<file path="src/eiu_pkg.sv">
// Package of the external pin interrupt unit: sizes, offsets, resets, codes.
// Assumes a single system clock and a plain byte-wide register port.
package eiu_pkg;

  // ----------------------------------------------------------------
  // Sizes
  // ----------------------------------------------------------------
  localparam int EIU_N_DED = 3;
  localparam int EIU_N_PC = 32;
  localparam int EIU_N_GRP = 4;
  localparam int EIU_GRP_W = 8;
  localparam int EIU_N_REQ = EIU_N_DED + EIU_N_GRP;
  localparam int EIU_AW = 8;
  localparam int EIU_DW = 8;

  // ----------------------------------------------------------------
  // Register offsets
  // ----------------------------------------------------------------
  localparam logic [7:0] EIU_ADR_SENSE = 8'h00;
  localparam logic [7:0] EIU_ADR_ENABLE = 8'h01;
  localparam logic [7:0] EIU_ADR_FLAGS = 8'h02;
  localparam logic [7:0] EIU_ADR_GRP_EN = 8'h03;
  localparam logic [7:0] EIU_ADR_GRP_FLAGS = 8'h04;
  localparam logic [7:0] EIU_ADR_STATUS = 8'h05;
  localparam logic [7:0] EIU_ADR_MASK_LO = 8'h6B;
  localparam logic [7:0] EIU_ADR_MASK_MIDLO = 8'h6C;
  localparam logic [7:0] EIU_ADR_MASK_MIDHI = 8'h6D;
  localparam logic [7:0] EIU_ADR_MASK_HI = 8'h73;

  // ----------------------------------------------------------------
  // Field positions and reset values
  // ----------------------------------------------------------------
  localparam int EIU_SENSE_MSB = 5;
  localparam int EIU_STAT_GIE_BIT = 3;
  localparam int EIU_STAT_SLEEP_BIT = 4;
  localparam logic [5:0] EIU_SENSE_RST = 6'h00;
  localparam logic [2:0] EIU_DED_RST = 3'h0;
  localparam logic [3:0] EIU_GRP_RST = 4'h0;
  localparam logic [31:0] EIU_MASK_RST = 32'h0000_0000;
  localparam logic [7:0] EIU_BYTE_ZERO = 8'h00;

  // ----------------------------------------------------------------
  // Sense codes
  // ----------------------------------------------------------------
  typedef enum logic [1:0] {
    EIU_SENSE_LOW = 2'b00,
    EIU_SENSE_ANY = 2'b01,
    EIU_SENSE_FALL = 2'b10,
    EIU_SENSE_RISE = 2'b11
  } eiu_sense_t;

endpackage

</file>
<file path="src/eiu_pin_if.sv">
// Interface carrying synchronised pin levels between the unit's modules.
// Assumes both ends run on the same system clock.
`timescale 1ns/10ps

interface eiu_pin_if #(
  parameter int W = 8
);
  logic [W-1:0] lvl; // Synchronised level
  logic [W-1:0] prv; // Level one clock earlier

  // ----------------------------------------------------------------
  // Modports
  // ----------------------------------------------------------------
  modport src (output lvl, output prv);
  modport dst (input lvl, input prv);
endinterface

</file>
<file path="src/eiu_top.sv">
// External pin interrupt unit: three dedicated pins and 32 pin-change inputs.
// Assumes one 50 MHz clock, a byte register port and a core that acknowledges
// each taken request with a one-cycle pulse.
//
// Summary of operation
// Group 3..0 requests raise on toggles of enabled pins 31:24..7:0.
// Per-pin mask bits choose which pin-change inputs feed their group.
// Pin-change events can wake the part in any sleep mode.
// Enabled interrupts fire even when the pin is driven as an output.
// Two-bit sense per pin: low, any edge, falling, rising; bits 5:0.
// Low-level sense keeps requesting while the pin stays low.
// Level and edge detection on dedicated pins can wake the part.
// A low level gone before start-up ends gives no interrupt.
// Dedicated interrupt needs global enable and own enable, bits 2:0.
// Edges are caught; pulses above minimum width always interrupt.
// Outside source holds a low level until the current instruction ends.
// Software disables, changes sense, clears flag, then re-enables.
// A triggering edge or change sets the dedicated pin's flag.
// Flag with both enables set sends the core to the pin's vector.
// Flag clears on routine entry or on writing a one.
// In low-level sense the pin's flag always reads cleared.
// Sleeping with a pin disabled gates its input; change may set flag.
// Top two sense register bits are reserved and read zero.
// Each group has its own enable, gated by the global enable.
// Group flag sets on change; clears on routine entry or one written.
// All pin-change mask bits reset to zero.
// Pin events pass a synchroniser before reaching the flags.
// Each flag, its enable and the global enable form one request line.
`timescale 1ns/10ps

module eiu_top (
  input wire logic CLK, // System clock, 50 MHz
  input wire logic SRST, // Synchronous reset, high
  input wire logic [eiu_pkg::EIU_AW-1:0] ADDR, // Register address
  input wire logic [eiu_pkg::EIU_DW-1:0] WDATA, // Write data
  input wire logic WR, // Write strobe
  input wire logic RD, // Read strobe
  output logic [eiu_pkg::EIU_DW-1:0] RDATA, // Read data, cycle after RD
  input wire logic [eiu_pkg::EIU_N_DED-1:0] DED_IRQ_PINS, // Dedicated pins
  input wire logic [eiu_pkg::EIU_N_PC-1:0] PIN_CHANGE_INPUTS, // Change pins
  input wire logic GIE, // Global interrupt enable of core
  input wire logic SLEEP, // Core is in a sleep mode
  input wire logic [eiu_pkg::EIU_N_REQ-1:0] IRQ_ACK, // Routine entry pulses
  output logic [eiu_pkg::EIU_N_REQ-1:0] IRQ_REQ, // Requests to core
  output logic WAKE // Wake request to clock control
);
  import eiu_pkg::*;

  // ----------------------------------------------------------------
  // Functions
  // ----------------------------------------------------------------

  // OR-reduce each 8-bit group of a 32-bit vector
  function automatic logic [EIU_N_GRP-1:0] grp_any(input logic [EIU_N_PC-1:0] v);
    logic [EIU_N_GRP-1:0] r;
    r = '0;
    for (int g = 0; g < EIU_N_GRP; g++) begin
      r[g] = |v[g*EIU_GRP_W +: EIU_GRP_W];
    end
    return r;
  endfunction

  // Edge trigger of one dedicated pin for its sense code
  function automatic logic edge_hit(input eiu_sense_t s, input logic now,
                                    input logic old);
    logic r;
    r = 1'b0;
    unique case (s)
      EIU_SENSE_LOW: r = 1'b0;
      EIU_SENSE_ANY: r = now ^ old;
      EIU_SENSE_FALL: r = old & ~now;
      EIU_SENSE_RISE: r = now & ~old;
    endcase
    return r;
  endfunction

  // ----------------------------------------------------------------
  // Synchronisers
  // ----------------------------------------------------------------
  eiu_pin_if #(.W(EIU_N_DED)) ded_if ();
  eiu_pin_if #(.W(EIU_N_PC)) pc_if ();

  // Pins read regardless of port direction
  eiu_sync #(.W(EIU_N_DED)) u_ded_sync (
    .clk(CLK),
    .srst(SRST),
    .async_in(DED_IRQ_PINS),
    .pin(ded_if)
  );

  eiu_sync #(.W(EIU_N_PC)) u_pc_sync (
    .clk(CLK),
    .srst(SRST),
    .async_in(PIN_CHANGE_INPUTS),
    .pin(pc_if)
  );

  // ----------------------------------------------------------------
  // State
  // ----------------------------------------------------------------
  logic [5:0] sense_q;
  logic [5:0] sense_d;
  logic [EIU_N_DED-1:0] ded_en_q;
  logic [EIU_N_DED-1:0] ded_en_d;
  logic [EIU_N_DED-1:0] ded_flag_q;
  logic [EIU_N_DED-1:0] ded_flag_d;
  logic [EIU_N_DED-1:0] ded_gated_q;
  logic [EIU_N_DED-1:0] ded_gated_d;
  logic [EIU_N_GRP-1:0] grp_en_q;
  logic [EIU_N_GRP-1:0] grp_en_d;
  logic [EIU_N_GRP-1:0] grp_flag_q;
  logic [EIU_N_GRP-1:0] grp_flag_d;
  logic [EIU_N_PC-1:0] mask_q;
  logic [EIU_N_PC-1:0] mask_d;
  logic [EIU_DW-1:0] rdata_q;
  logic [EIU_DW-1:0] rdata_d;
  logic [EIU_N_REQ-1:0] req_q;
  logic [EIU_N_REQ-1:0] req_d;
  logic wake_q;
  logic wake_d;
  logic [2:0] warm_q;
  logic [2:0] warm_d;

  // Combinational helpers
  logic [EIU_N_DED-1:0] ded_gated_now;
  logic [EIU_N_DED-1:0] ded_level_mode;
  logic [EIU_N_DED-1:0] ded_event;
  logic [EIU_N_DED-1:0] ded_low_req;
  logic [EIU_N_DED-1:0] ded_flag_view;
  logic [EIU_N_GRP-1:0] grp_event;
  logic [EIU_N_PC-1:0] pc_toggle;
  logic [EIU_DW-1:0] status_byte;
  logic wr_sense;
  logic wr_en;
  logic wr_flags;
  logic wr_grp_en;
  logic wr_grp_flags;

  // ----------------------------------------------------------------
  // Write decode
  // ----------------------------------------------------------------
  assign wr_sense = WR && (ADDR == EIU_ADR_SENSE);
  assign wr_en = WR && (ADDR == EIU_ADR_ENABLE);
  assign wr_flags = WR && (ADDR == EIU_ADR_FLAGS);
  assign wr_grp_en = WR && (ADDR == EIU_ADR_GRP_EN);
  assign wr_grp_flags = WR && (ADDR == EIU_ADR_GRP_FLAGS);

  // ----------------------------------------------------------------
  // Warm-up after reset
  // ----------------------------------------------------------------

  // Shift in ones; edges count only once synchronisers hold real levels
  always_comb begin
    warm_d = {warm_q[1:0], 1'h1};
  end

  // Warm-up register, so reset zeros never look like a pin edge
  always_ff @(posedge CLK) begin
    if (SRST) begin
      warm_q <= '0;
    end else begin
      warm_q <= warm_d;
    end
  end

  // ----------------------------------------------------------------
  // Event detection
  // ----------------------------------------------------------------

  // Input gating while asleep with pin disabled, then edge per sense
  always_comb begin
    ded_gated_now = ded_if.lvl & ~({EIU_N_DED{SLEEP}} & ~ded_en_q);
    ded_gated_d = ded_gated_now;
    for (int i = 0; i < EIU_N_DED; i++) begin
      ded_level_mode[i] = (eiu_sense_t'(sense_q[2*i +: 2]) == EIU_SENSE_LOW);
      ded_event[i] = warm_q[2] & edge_hit(eiu_sense_t'(sense_q[2*i +: 2]),
                                          ded_gated_now[i], ded_gated_q[i]);
      ded_low_req[i] = ded_level_mode[i] & ~ded_gated_now[i];
    end
    ded_flag_view = ded_flag_q & ~ded_level_mode;
  end

  // Masked toggles folded into group events
  always_comb begin
    pc_toggle = (pc_if.lvl ^ pc_if.prv) & mask_q & {EIU_N_PC{warm_q[2]}};
    grp_event = grp_any(pc_toggle);
  end

  // ----------------------------------------------------------------
  // Control registers
  // ----------------------------------------------------------------

  // Next values of software-written control bits
  always_comb begin
    sense_d = sense_q;
    ded_en_d = ded_en_q;
    grp_en_d = grp_en_q;
    mask_d = mask_q;
    if (wr_sense) begin
      sense_d = WDATA[EIU_SENSE_MSB:0];
    end
    if (wr_en) begin
      ded_en_d = WDATA[EIU_N_DED-1:0];
    end
    if (wr_grp_en) begin
      grp_en_d = WDATA[EIU_N_GRP-1:0];
    end
    if (WR && (ADDR == EIU_ADR_MASK_LO)) begin
      mask_d[7:0] = WDATA;
    end
    if (WR && (ADDR == EIU_ADR_MASK_MIDLO)) begin
      mask_d[15:8] = WDATA;
    end
    if (WR && (ADDR == EIU_ADR_MASK_MIDHI)) begin
      mask_d[23:16] = WDATA;
    end
    if (WR && (ADDR == EIU_ADR_MASK_HI)) begin
      mask_d[31:24] = WDATA;
    end
  end

  // Control register storage
  always_ff @(posedge CLK) begin
    if (SRST) begin
      sense_q <= EIU_SENSE_RST;
      ded_en_q <= EIU_DED_RST;
      grp_en_q <= EIU_GRP_RST;
      mask_q <= EIU_MASK_RST;
    end else begin
      sense_q <= sense_d;
      ded_en_q <= ded_en_d;
      grp_en_q <= grp_en_d;
      mask_q <= mask_d;
    end
  end

  // ----------------------------------------------------------------
  // Flags
  // ----------------------------------------------------------------

  // Clear by acknowledge or write-one; a new event in the same cycle wins
  always_comb begin
    ded_flag_d = ded_flag_q;
    grp_flag_d = grp_flag_q;
    ded_flag_d = ded_flag_d & ~IRQ_ACK[EIU_N_DED-1:0];
    grp_flag_d = grp_flag_d & ~IRQ_ACK[EIU_N_REQ-1:EIU_N_DED];
    if (wr_flags) begin
      ded_flag_d = ded_flag_d & ~WDATA[EIU_N_DED-1:0];
    end
    if (wr_grp_flags) begin
      grp_flag_d = grp_flag_d & ~WDATA[EIU_N_GRP-1:0];
    end
    ded_flag_d = (ded_flag_d | ded_event) & ~ded_level_mode;
    grp_flag_d = grp_flag_d | grp_event;
  end

  // Flag storage
  always_ff @(posedge CLK) begin
    if (SRST) begin
      ded_flag_q <= EIU_DED_RST;
      grp_flag_q <= EIU_GRP_RST;
      ded_gated_q <= EIU_DED_RST;
    end else begin
      ded_flag_q <= ded_flag_d;
      grp_flag_q <= grp_flag_d;
      ded_gated_q <= ded_gated_d;
    end
  end

  // ----------------------------------------------------------------
  // Requests and wake
  // ----------------------------------------------------------------

  // One request line per source, gated by own and global enable
  always_comb begin
    req_d = '0;
    for (int i = 0; i < EIU_N_DED; i++) begin
      req_d[i] = GIE & ded_en_q[i] &
                 (ded_level_mode[i] ? ded_low_req[i] : ded_flag_q[i]);
    end
    req_d[EIU_N_REQ-1:EIU_N_DED] = {EIU_N_GRP{GIE}} & grp_en_q & grp_flag_q;
    // Wake needs only the source enable, detection works without I/O clock
    wake_d = SLEEP & (|(ded_en_q & (ded_low_req | ded_flag_q)) |
                      |(grp_en_q & grp_flag_q));
  end

  // Request storage
  always_ff @(posedge CLK) begin
    if (SRST) begin
      req_q <= '0;
      wake_q <= 1'b0;
    end else begin
      req_q <= req_d;
      wake_q <= wake_d;
    end
  end

  // ----------------------------------------------------------------
  // Read port
  // ----------------------------------------------------------------

  // Status byte: core sleep and enable beside synchronised pin levels
  always_comb begin
    status_byte = EIU_BYTE_ZERO;
    status_byte[EIU_N_DED-1:0] = ded_if.lvl;
    status_byte[EIU_STAT_GIE_BIT] = GIE;
    status_byte[EIU_STAT_SLEEP_BIT] = SLEEP;
  end

  // Read data stands only in the cycle after the strobe
  always_comb begin
    rdata_d = EIU_BYTE_ZERO;
    if (RD) begin
      unique case (ADDR)
        EIU_ADR_SENSE: rdata_d = {2'b00, sense_q};
        EIU_ADR_ENABLE: rdata_d = {5'h00, ded_en_q};
        EIU_ADR_FLAGS: rdata_d = {5'h00, ded_flag_view};
        EIU_ADR_GRP_EN: rdata_d = {4'h0, grp_en_q};
        EIU_ADR_GRP_FLAGS: rdata_d = {4'h0, grp_flag_q};
        EIU_ADR_STATUS: rdata_d = status_byte;
        EIU_ADR_MASK_LO: rdata_d = mask_q[7:0];
        EIU_ADR_MASK_MIDLO: rdata_d = mask_q[15:8];
        EIU_ADR_MASK_MIDHI: rdata_d = mask_q[23:16];
        EIU_ADR_MASK_HI: rdata_d = mask_q[31:24];
        default: rdata_d = EIU_BYTE_ZERO;
      endcase
    end
  end

  // Read data register
  always_ff @(posedge CLK) begin
    if (SRST) begin
      rdata_q <= EIU_BYTE_ZERO;
    end else begin
      rdata_q <= rdata_d;
    end
  end

  // ----------------------------------------------------------------
  // Outputs
  // ----------------------------------------------------------------
  assign RDATA = rdata_q;
  assign IRQ_REQ = req_q;
  assign WAKE = wake_q;
endmodule

</file>
<file path="src/eiu_sync.sv">
// Two-flop synchroniser with one extra stage for change detection.
// Assumes inputs come from pins outside the system clock domain.
`timescale 1ns/10ps

module eiu_sync #(
  parameter int W = 8
) (
  input wire logic clk, // System clock
  input wire logic srst, // Synchronous reset, high
  input wire logic [W-1:0] async_in, // Raw pin levels
  eiu_pin_if.src pin // Synchronised levels out
);
  import eiu_pkg::*;

  logic [W-1:0] meta_q;
  logic [W-1:0] meta_d;
  logic [W-1:0] lvl_q;
  logic [W-1:0] lvl_d;
  logic [W-1:0] prv_q;
  logic [W-1:0] prv_d;

  // Next values: first stage feeds only the second
  always_comb begin
    meta_d = async_in;
    lvl_d = meta_q;
    prv_d = lvl_q;
  end

  // Stage registers
  always_ff @(posedge clk) begin
    if (srst) begin
      meta_q <= '0;
      lvl_q <= '0;
      prv_q <= '0;
    end else begin
      meta_q <= meta_d;
      lvl_q <= lvl_d;
      prv_q <= prv_d;
    end
  end

  assign pin.lvl = lvl_q;
  assign pin.prv = prv_q;
endmodule

</file>
<file path="config.mk">
export PLATFORM = sky130hd
export DESIGN_NAME = eiu_top
export DESIGN_NICKNAME = d
export VERILOG_FILES = /design/src/eiu_pkg.sv /design/src/eiu_pin_if.sv /design/src/eiu_top.sv /design/src/eiu_sync.sv
export SDC_FILE = /design/constraint.sdc
export NUM_CORES = 1
export LEC_CHECK = 0
export BUFFER_PORTS_ARGS = -buffer_cell sky130_fd_sc_hd__buf_2
export CAP_MARGIN = 20
export CORE_ASPECT_RATIO = 0.5
export CORE_MARGIN = 2
export CORE_UTILIZATION = 50
export CTS_CLUSTER_SIZE = 14
export DETAILED_ROUTE_END_ITERATION = 6
export GPL_ROUTABILITY_DRIVEN = 1
export PLACE_DENSITY_LB_ADDON = 0.15
export SETUP_SLACK_MARGIN = 0.3
export SYNTH_ARGS = -nofsm -noshare
export SYNTH_HDL_FRONTEND = slang
export SYNTH_SLANG_ARGS = --single-unit
</file>
<file path="constraint.sdc">
create_clock -name CLK -period 4.2 [get_ports CLK]
set_clock_uncertainty 0.15 [all_clocks]
set_input_delay 0.63 -clock CLK [delete_from_list [all_inputs] [get_ports CLK]]
set_output_delay 0.63 -clock CLK [all_outputs]
set_load 0.03 [all_outputs]
</file>
==> reports/metrics.yaml, run 1 <==
worst_hold_path:
  hp-start: "PIN_CHANGE_INPUTS[23]"
  hold_class: "input pin to flop"
job:
  drv_cap: 0
timing:
  finalSetupTns_ps: 0
  post-route-min-period_ps: 2410
  finalCritPeriodShare: 0.574
  slew_viol_final: 0
  worst_slew_pin_slew_ps: 653
  relSlewSlack: 0.564
  hold_ws_ps: 261
  finalHoldViolCount: 0
  finalSetupViolations: 0
  rsz0062_at_grt: "false"
  timing.final.ws_setup_ps: 1790
  fmax_mhz: 415
logic_synthesis:
  synth_nets: 743
  synth_seq_area_share: 0.538
  syn_inst: 673
  synth_area_per_cell_um2: 9.73
  synth_area_um2: 6550
  synth_edf_count: 0
  postSynth.asyncResetShare: 0
  synth_ff_type: "dfxtp_1"
  synth_warnings: 0
  synth_seq_cells: 176
  synth_cell_type_count: 44
place:
  dp_worst_setup_slack_ps: 1400
  dp_hpwl_um: 10300
  place.gp.congestion: 0.893
  io_buffer_count: 79
  placed_area_um2: 7050
global_routing:
  grt_util_met1: 0.309
  grt_use_total: 0.214
  antenna_found_initial: 0
  grt-ovfl-total: 0
  grt-busiest-layer: "met2"
  grt_max_degree: 100
  grt_pass1_wl_um: 23500
  grt_pass1_vias: 4456
  met2_usage: 0.318
  use_met3: 0.0494
floorplan:
  start_util: 0.514
  die_height_um: 84.9
  die_x_um: 166
  die_area_um2: 14100
  pin_count: 80
  rows: 29
  placeableCoreArea_um2: 12700
critical_path:
  criticalPathCategory: "input pin to flop"
  critPathLaunchType: "input pin"
  startpoint: "ADDR[0]"
  endpoint_kind: "flop"
  crit_fanout: 21
  worstPathArrival_ps: 2600
  required_ps: 4380
  r2r_start: "sense_q[3]"
clock_tree:
  clk_pin_slew_worst_paths_ps: 70
  cts_max_level: 4
  cts_tree: "done"
  clkLatencyLatePin_ps: 420
  ctsHoldBuffers: 0
  ctsResizeCount: 0
  clkSinkCount: 176
  cts_max_path_buffers: 2
  post-cts-setup-buffers: 0
  cts_inserted_buffers: 17
  cts_root_buf: "clkbuf_16"
layout:
  syn_to_final_growth_pct: 16.7
  drive_above_1_share: 0.163
  fillers: 1095
  final_area_um2: 7640
  post-route-util: 0.600
  nets: 805
  diodes: 0
route:
  wl_per_cell_um: 15.9
  routed_via_density: 5.30
  firstDrtPassIters: 5
  drtAntennaViolNets: 0
  drt_iter0_markers: 320
  vias: 4865
  drc_errors: 0
  drt_wl_total_um: 14600
power_and_ir_drop:
  p_sw_frac: 0.238
  p_int_uw: 2620
  leakagePower_uw: 0.00328
  power.density_nw_per_um2: 450
  irDropWorstVdd_v: 0.000244
  p_switching_uw: 819
  p_seq_frac: 0.501
  p_clk_frac: 0.453
  combPwrFrac: 0.046
outcome:
  status: "finished, final reports clean"
==> sequential cells by signal (all words and copies together), names as in the netlist <==
register	count
ded_gated_q	3
warm_q	3
sense_q	6
u_ded_sync.pin.lvl	3
mask_q	32
RDATA	8
u_pc_sync.pin.prv	32
WAKE	1
ded_flag_q	3
IRQ_REQ	7
grp_flag_q	4
u_ded_sync.lvl_d	3
u_pc_sync.pin.lvl	32
ded_en_q	3
u_pc_sync.lvl_d	32
grp_en_q	4
==> area by class of cell <==
| class | instances | area [um^2] | share of cell area |
|---|---|---|---|
| flip-flops and latches | 176 | 3520 | 0.461 |
| multi-input cells | 447 | 2830 | 0.371 |
| repair buffers | 83 | 440 | 0.0576 |
| clock buffers | 18 | 429 | 0.0561 |
| well taps | 170 | 213 | 0.0278 |
| clock inverters | 14 | 169 | 0.0221 |
| inverters | 10 | 37.5 | 0.00491 |
==> metrics by stage <==
stage	power, uW	std cells
floorplan	1860	673
global placement	1920	886
detailed placement	1920	886
CTS	3460	918
global route	3550	918
finish	3440	918
==> Yosys cell counts, types with 3 or more instances <==
| library cell | instances | area (um^2) |
|---|---|---|
| a2111oi_0 | 3 | 26.3 |
| a21o_1 | 3 | 22.5 |
| a21oi_1 | 30 | 150 |
| a22o_1 | 6 | 52.6 |
| a22oi_1 | 19 | 143 |
| a31oi_1 | 3 | 18.8 |
| a32o_1 | 6 | 60.1 |
| and2_1 | 3 | 18.8 |
| and3_1 | 7 | 43.8 |
| buf_2 | 6 | 30.0 |
| clkbuf_1 | 32 | 120 |
| dfxtp_1 | 176 | 3520 |
| ha_1 | 6 | 75.1 |
| inv_1 | 10 | 37.5 |
| mux2i_1 | 26 | 260 |
| nand2_1 | 55 | 206 |
| nand3_1 | 35 | 175 |
| nand4_1 | 7 | 43.8 |
| nor2_1 | 36 | 135 |
| nor2b_1 | 114 | 713 |
| nor3_1 | 7 | 35.0 |
| o21ai_0 | 21 | 105 |
| o31ai_1 | 3 | 22.5 |
| xor2_1 | 32 | 280 |
==> critical path: stages <==
cell and delay, ps:
buf_2 340, and3b_1 390, and3_1 580, a221o_1 210, o211ai_2 210, a31oi_1 220
==> cell families (layout without fill, tap and decap cells) <==
logic type | after synthesis | after routing | synth area share
AND/OR/NAND/NOR | 276 | 276 | 0.227
XOR/XNOR | 32 | 32 | 0.0428
buffers and inverters | 50 | 125 | 0.0298
AO/OA/AOI/OAI | 105 | 105 | 0.108
multiplexers | 28 | 28 | 0.0432
adder cells (fa/ha/maj) | 6 | 6 | 0.0115
flip-flops | 176 | 176 | 0.538
==> metal layers <==
metal	vias to the layer above	wire (um)
met3	20	1110
li1	2416	-
met2	179	6150
met5	-	0
met1	2250	7140
met4	0	226
==> cells in the final DEF, fill, tap and decap left out, types with 3 or more instances in the layout <==
cell type and instances:
a2111oi_0 3, buf_2 78, inv_1 10, and3_1 7, a22oi_1 19, inv_6 4, clkbuf_16 17, buf_4 4
dfxtp_1 176, a22o_1 6, mux2i_1 26, o21ai_0 21, ha_1 6, and2_1 3, o31ai_1 3, a21oi_1 30
clkinv_8 3, a21o_1 3, nor3_1 7, nand2_1 55, xor2_1 32, nand4_1 7, a31oi_1 3, nand3_1 35
nor2b_1 114, nor2_1 36, a32o_1 6
==> power groups by stage <==
stage | clock [uW] | combinational [uW] | sequential (uW)
floorplan | 0 | 95.2 | 1760
global placement | 0 | 154 | 1760
detailed placement | 0 | 155 | 1770
CTS | 1580 | 156 | 1730
global route | 1650 | 173 | 1730
finish | 1560 | 157 | 1730
==> path summary, 6_finish.rpt <==
check             slack [ps]  cells past startpoint                     to
setup / recovery        1790                      6               RDATA[2]
hold / removal           260                      2    u_pc_sync.lvl_d[23]
setup reg to reg        2330                      5               RDATA[1]
hold reg to reg          290                      1  u_pc_sync.pin.lvl[12]
No activity file was read; power rests on OpenSTA's default activity.
==> inputs of run 2 (changes only) <==
clock period = 2.3 ns   (was 4.2 ns; I/O delays follow)
==> run 2 against run 1 <==
Compared with the run above:
- combinational power grew 120%
- non-clock buffer count up 46
- critical path depth is 1 lower
- count of clock-buffer cells in the layout stayed put
- highest routed layer unchanged
- clock power increased by 85%
- die area unchanged
- first-iteration DRC count down 5.0%
- global-route usage up 0.47 points
- via count rose by 4.7%
==> reports/metrics.yaml, run 2 (synthesized netlist as in run 1, its figures left out) <==
layout:
  drive_above_1_share: 0.174
  post-route-util: 0.636
  final_common_cell: "dfxtp_1"
  fillers: 1073
  nets: 851
  final_cell_mix: "dfxtp_1, nor2b_1, buf_2, nand2_1, nor2_1"
  instances_no_fill: 964
  syn_to_final_growth_pct: 23.6
  diodes: 0
  final_area_um2: 8100
floorplan:
  die_x_um: 166
  pin_count: 80
  die_height_um: 84.9
  die_area_um2: 14100
  start_util: 0.514
  rows: 29
  placeableCoreArea_um2: 12700
power_and_ir_drop:
  p_sw_frac: 0.238
  leakagePower_uw: 0.00350
  power.density_nw_per_um2: 790
  irDropWorstVdd_v: 0.000397
  p_switching_uw: 1520
  p_int_uw: 4870
  combPwrFrac: 0.054
  p_clk_frac: 0.453
  p_seq_frac: 0.493
timing:
  finalCritPeriodShare: 0.783
  timing.final.ws_setup_ps: 500
  worst_slew_pin_slew_ps: 684
  slew_viol_final: 0
  post-route-min-period_ps: 1800
  finalHoldViolCount: 0
  rsz0062_at_grt: "false"
  finalSetupTns_ps: 0
  fmax_mhz: 555
  relSlewSlack: 0.543
  finalSetupViolations: 0
clock_tree:
  cts_tree: "done"
  clk_pin_slew_worst_paths_ps: 70
  clkSinkCount: 176
  cts_max_level: 4
  cts_inserted_buffers: 17
  clkLatencyLatePin_ps: 420
  cts_root_buf: "clkbuf_16"
  cts_max_path_buffers: 2
route:
  firstDrtPassIters: 6
  vias: 5096
  wl_per_cell_um: 15.5
  drt_wl_total_um: 14900
  drt_iter0_markers: 304
  routed_via_density: 5.29
  drc_errors: 0
  drtAntennaViolNets: 0
global_routing:
  grt_use_total: 0.219
  grt_pass1_wl_um: 24300
  grt-ovfl-total: 0
  grt_pass1_vias: 4724
  grt_max_degree: 66
  antenna_found_initial: 0
place:
  place.gp.congestion: 0.892
  dp_worst_setup_slack_ps: 203
  io_buffer_count: 79
  dp.cells: 900
  dp_hpwl_um: 10400
  placed_area_um2: 7160
outcome:
  status: "finished, final reports clean"
critical_path:
  criticalPathCategory: "flop to flop"
  required_ps: 2490
  worstPathArrival_ps: 1990
  critPathLaunchType: "flop"
  crit_fanout: 7
  endpoint_kind: "flop"
job:
  drv_cap: 0
worst_hold_path:
  hold_class: "input pin to flop"
==> run 2: critical path, stage by stage (launching register included) <==
cell     delay [ps]
dfxtp_1         440
o21ai_1         170
or3b_2          460
a31oi_1         150
o21ai_0         170
a21oi_1         180
==> run 2: repair_timing <==
item                                    4_1_cts  5_1_grt
gates resized for setup                       0        2
hold buffers                                 32        0
setup buffers                                 0        0
endpoints found under the setup margin        0        1
hold endpoints to repair                     32        0
==> run 2: power by group through the flow <==
stage / Combinational, uW / Sequential (uW) / Clock [uW]
2_1_floorplan: 174 / 3210 / 0
4_1_cts: 344 / 3150 / 2950
3_3_place_gp: 299 / 3220 / 0
5_1_grt: 380 / 3160 / 3050
6_report: 346 / 3150 / 2890
3_5_place_dp: 303 / 3220 / 0
==> run 2: path summary, 6_finish.rpt <==
kind	startpoint	slack [ps]	endpoint	cells after the start
max reg2reg	sense_q[2]	500	RDATA[1]	5
max	sense_q[2]	500	RDATA[1]	5
min reg2reg	u_ded_sync.lvl_d[2]	290	u_ded_sync.pin.lvl[2]	1
min	PIN_CHANGE_INPUTS[1]	10	u_pc_sync.lvl_d[1]	2
==> run 2: through the flow <==
stage	total power [uW]	hold WS [ps]
6_report	6390	14.0
5_1_grt	6590	15.7
4_1_cts	6440	6.39
3_5_place_dp	3530	270
3_3_place_gp	3520	266
2_1_floorplan	3390	264
==> run 2: layer usage <==
layer / vias up / share of wire / GRT usage
met1: 2388 / 0.48 / 0.310
met5: - / 0 / 0
met2: 179 / 0.43 / 0.340
li1: 2505 / - / -
met4: 0 / 0.014 / 0.0743
met3: 24 / 0.074 / 0.0406
==> run 2: area by class of cell <==
cell class / count / area [um^2] / area share
Timing Repair Buffer: 129 / 878 / 0.109
Tap cell: 170 / 213 / 0.0263
Multi-Input combinational cell: 447 / 2830 / 0.350
Sequential cell: 176 / 3520 / 0.435
Clock buffer: 18 / 439 / 0.0543
Clock inverter: 14 / 170 / 0.0210
Inverter: 10 / 37.5 / 0.00464
==> inputs of run 3 (changes only) <==
ABC_AREA = 1   (was not set)
clock period = 1.83 ns   (was 2.3 ns; I/O delays follow)
==> run 3 against run 2 <==
Compared with the run above:
- design area grew 8.0%
- area after synthesis grew 7.3%
- critical endpoint is now ded_flag_q[0]
- fmax grew 21%
- combinational power grew 38%
- non-clock buffer count grew 7
- routed wire length grew 18%
- worst setup slack lost 160 ps
- highest routed layer unchanged
- sequential cell count is the same
- register-to-register slack lost 160 ps
==> reports/metrics.yaml, run 3 <==
outcome:
  status: "finished, final reports clean"
floorplan:
  rows: 30
  placeableCoreArea_um2: 13600
  die_area_um2: 15100
  die_height_um: 87.8
  start_util: 0.516
  pin_count: 80
  die_x_um: 172
clock_tree:
  cts_inserted_buffers: 17
  clk_pin_slew_worst_paths_ps: 70
  cts_max_path_buffers: 2
  cts_max_level: 4
  cts_root_buf: "clkbuf_16"
  clkLatencyLatePin_ps: 420
  cts_tree: "done"
  clkSinkCount: 176
logic_synthesis:
  synth_seq_area_share: 0.501
  synth_warnings: 0
  postSynth.asyncResetShare: 0
  synth_nets: 1041
  syn_inst: 971
  synthTopCellsByArea: "dfxtp_1, inv_1, nor2_1, nand2_1, nand3_1"
  yosys.cell_count.top_type: "inv_1"
  synth_seq_cells: 176
  synth_ff_type: "dfxtp_1"
  synthTopCellsByCount: "inv_1, dfxtp_1, nor2_1"
  synth-simple-area-share: 0.280
  synth_cell_type_count: 31
  synth_area_per_cell_um2: 7.24
  synth_compound_area_frac: 0.0833
  synth.area.mux_share: 0
  synth_top_family_by_area: "simple AND/OR/NAND/NOR gates"
  synth_edf_count: 0
  synth_area_um2: 7030
  synth_xor_area_frac: 0
  synthAdderAreaFrac: 0.0107
  yosysTopAreaCell: "dfxtp_1"
  synth_top_area_share: 0.501
timing:
  finalSetupViolations: 0
  fmax_mhz: 673
  relSlewSlack: 0.627
  post-route-min-period_ps: 1490
  worst_slew_pin_slew_ps: 560
  slew_viol_final: 0
  finalCritPeriodShare: 0.812
  rsz0062_at_grt: "false"
  finalHoldViolCount: 0
  finalSetupTns_ps: 0
place:
  io_buffer_count: 79
  place.gp.congestion: 0.941
  dp.cells: 1232
  dp_hpwl_um: 12300
layout:
  final_common_cell: "inv_1"
  diodes: 0
  fillers: 1209
  final_cell_mix: "inv_1, dfxtp_1, nor2_1, nand2_1, nand3_1"
  nets: 1169
  syn_to_final_growth_pct: 24.4
  instances_no_fill: 1304
  post-route-util: 0.642
  drive_above_1_share: 0.153
critical_path:
  crit_fanout: 3
  cp_num_cells: 6
  cpPeakStageDelay_ps: 360
  r2r_end: "ded_flag_q[0]"
  rr_worst_depth: 6
  criticalPathCategory: "flop to flop"
  worstPathArrival_ps: 1700
  critPathLaunchType: "flop"
  required_ps: 2040
  cp_num_buf_inv: 1
  cp_top_family: "compound AO/OA/AOI/OAI gates"
  r2r_start: "u_ded_sync.pin.lvl[0]"
  path_cells: "a21boi_1, buf_4, ha_1, a21oi_1, nand2_1, a21oi_1"
  endpoint_kind: "flop"
  r2r_slack_ps: 340
  slowest_stage: "dfxtp_2"
  crit_top_cell: "a21oi_1"
power_and_ir_drop:
  p_clk_frac: 0.456
  p_seq_frac: 0.485
  leakagePower_uw: 0.00398
  total_power_uw: 8170
  p_switching_uw: 2070
  irDropWorstVdd_v: 0.000677
  p_int_uw: 6110
  power.density_nw_per_um2: 935
  p_sw_frac: 0.253
  combPwrFrac: 0.059
worst_hold_path:
  hold_path_depth: 5
  hold_class: "input pin to flop"
  hp-start: "IRQ_ACK[6]"
  holdPathEnd: "grp_flag_q[3]"
route:
  drt_wl_total_um: 17600
  drc_errors: 0
  routed_via_density: 4.72
  drtAntennaViolNets: 0
  vias: 6160
  firstDrtPassIters: 7
  wl_per_cell_um: 13.5
  drt_iter0_markers: 616
global_routing:
  grt_use_total: 0.247
  antenna_found_initial: 0
  grt_pass1_vias: 5524
  grt-ovfl-total: 0
  grt_pass1_wl_um: 28200
  grt_max_degree: 130
job:
  drv_cap: 0
==> run 3: changes by cell type after synthesis, moves of 26 or more <==
cell,delta
inv_1,+180
nor2_1,+138
nor2b_1,-114
nand2_1,+106
nand3_1,+52
xor2_1,-32
mux2i_1,-26
==> run 3: cell type report <==
cell class / count / area (um^2) / area share
inverters: 197 / 751 / 0.0859
flip-flops and latches: 176 / 3530 / 0.403
multi-input cells: 571 / 2640 / 0.302
clock inverters: 14 / 195 / 0.0223
well taps: 192 / 240 / 0.0275
repair buffers: 136 / 961 / 0.110
clock buffers: 18 / 429 / 0.0491
==> run 3: worst max-delay path by stage <==
| stage | from | endpoint | slack (ps) |
|---|---|---|---|
| 2_1_floorplan | ded_en_q[0] | ded_flag_q[0] | 400 |
| 4_1_cts | ded_en_q[0] | ded_flag_q[0] | 320 |
| 3_5_place_dp | ADDR[4] | sense_q[4] | 90 |
| 6_report | u_ded_sync.pin.lvl[0] | ded_flag_q[0] | 340 |
| 3_3_place_gp | ADDR[2] | mask_q[31] | 140 |
| 5_1_grt | u_ded_sync.pin.lvl[0] | ded_flag_q[0] | 300 |
==> run 3: timing repair <==
action / in CTS / in global routing
hold buffers: 39 / 0
hold endpoints to repair: 39 / 0
endpoints found under the setup margin: 3 / 3
gates resized for setup: 6 / 3
setup buffers: 0 / 1
cloned: 0 / 0
pin swaps: 0 / 1
==> run 3: through the flow <==
step	worst slack [ps]	hold slack, ps	area (um^2)
floorplan	401	231	7030
global placement	136	239	7710
detailed placement	86.8	243	7710
CTS	322	13.4	8730
global route	303	36.5	8740
finish	345	24.8	8740
==> run 3: cells by family after synthesis <==
family                     after synthesis
and+or+nand+nor                        457
DFF                                    176
adders and majority gates                6
AOI/OAI and AO/OA                      108
buffers and inverters                  224
==> run 3: worst min-delay path: cells and delay by family <==
family / cells / cell delay (ps)
AND/OR/NAND/NOR: 3 / 190
buffers and inverters: 2 / 100
==> run 3: per-layer routing <==
layer | GRT usage | routed length (um) | share of wire
met5 | 0 | 0 | 0
met4 | 0.0801 | 257 | 0.015
met1 | 0.364 | 8860 | 0.50
met3 | 0.0420 | 1230 | 0.070
met2 | 0.368 | 7270 | 0.41
==> run 3: power by group through the flow <==
stage / clock network (uW) / registers, uW / logic, uW
global route: 3960 / 3980 / 536
floorplan: 0 / 4040 / 230
detailed placement: 0 / 4050 / 407
finish: 3730 / 3960 / 479
CTS: 3790 / 3960 / 474
global placement: 0 / 4050 / 401
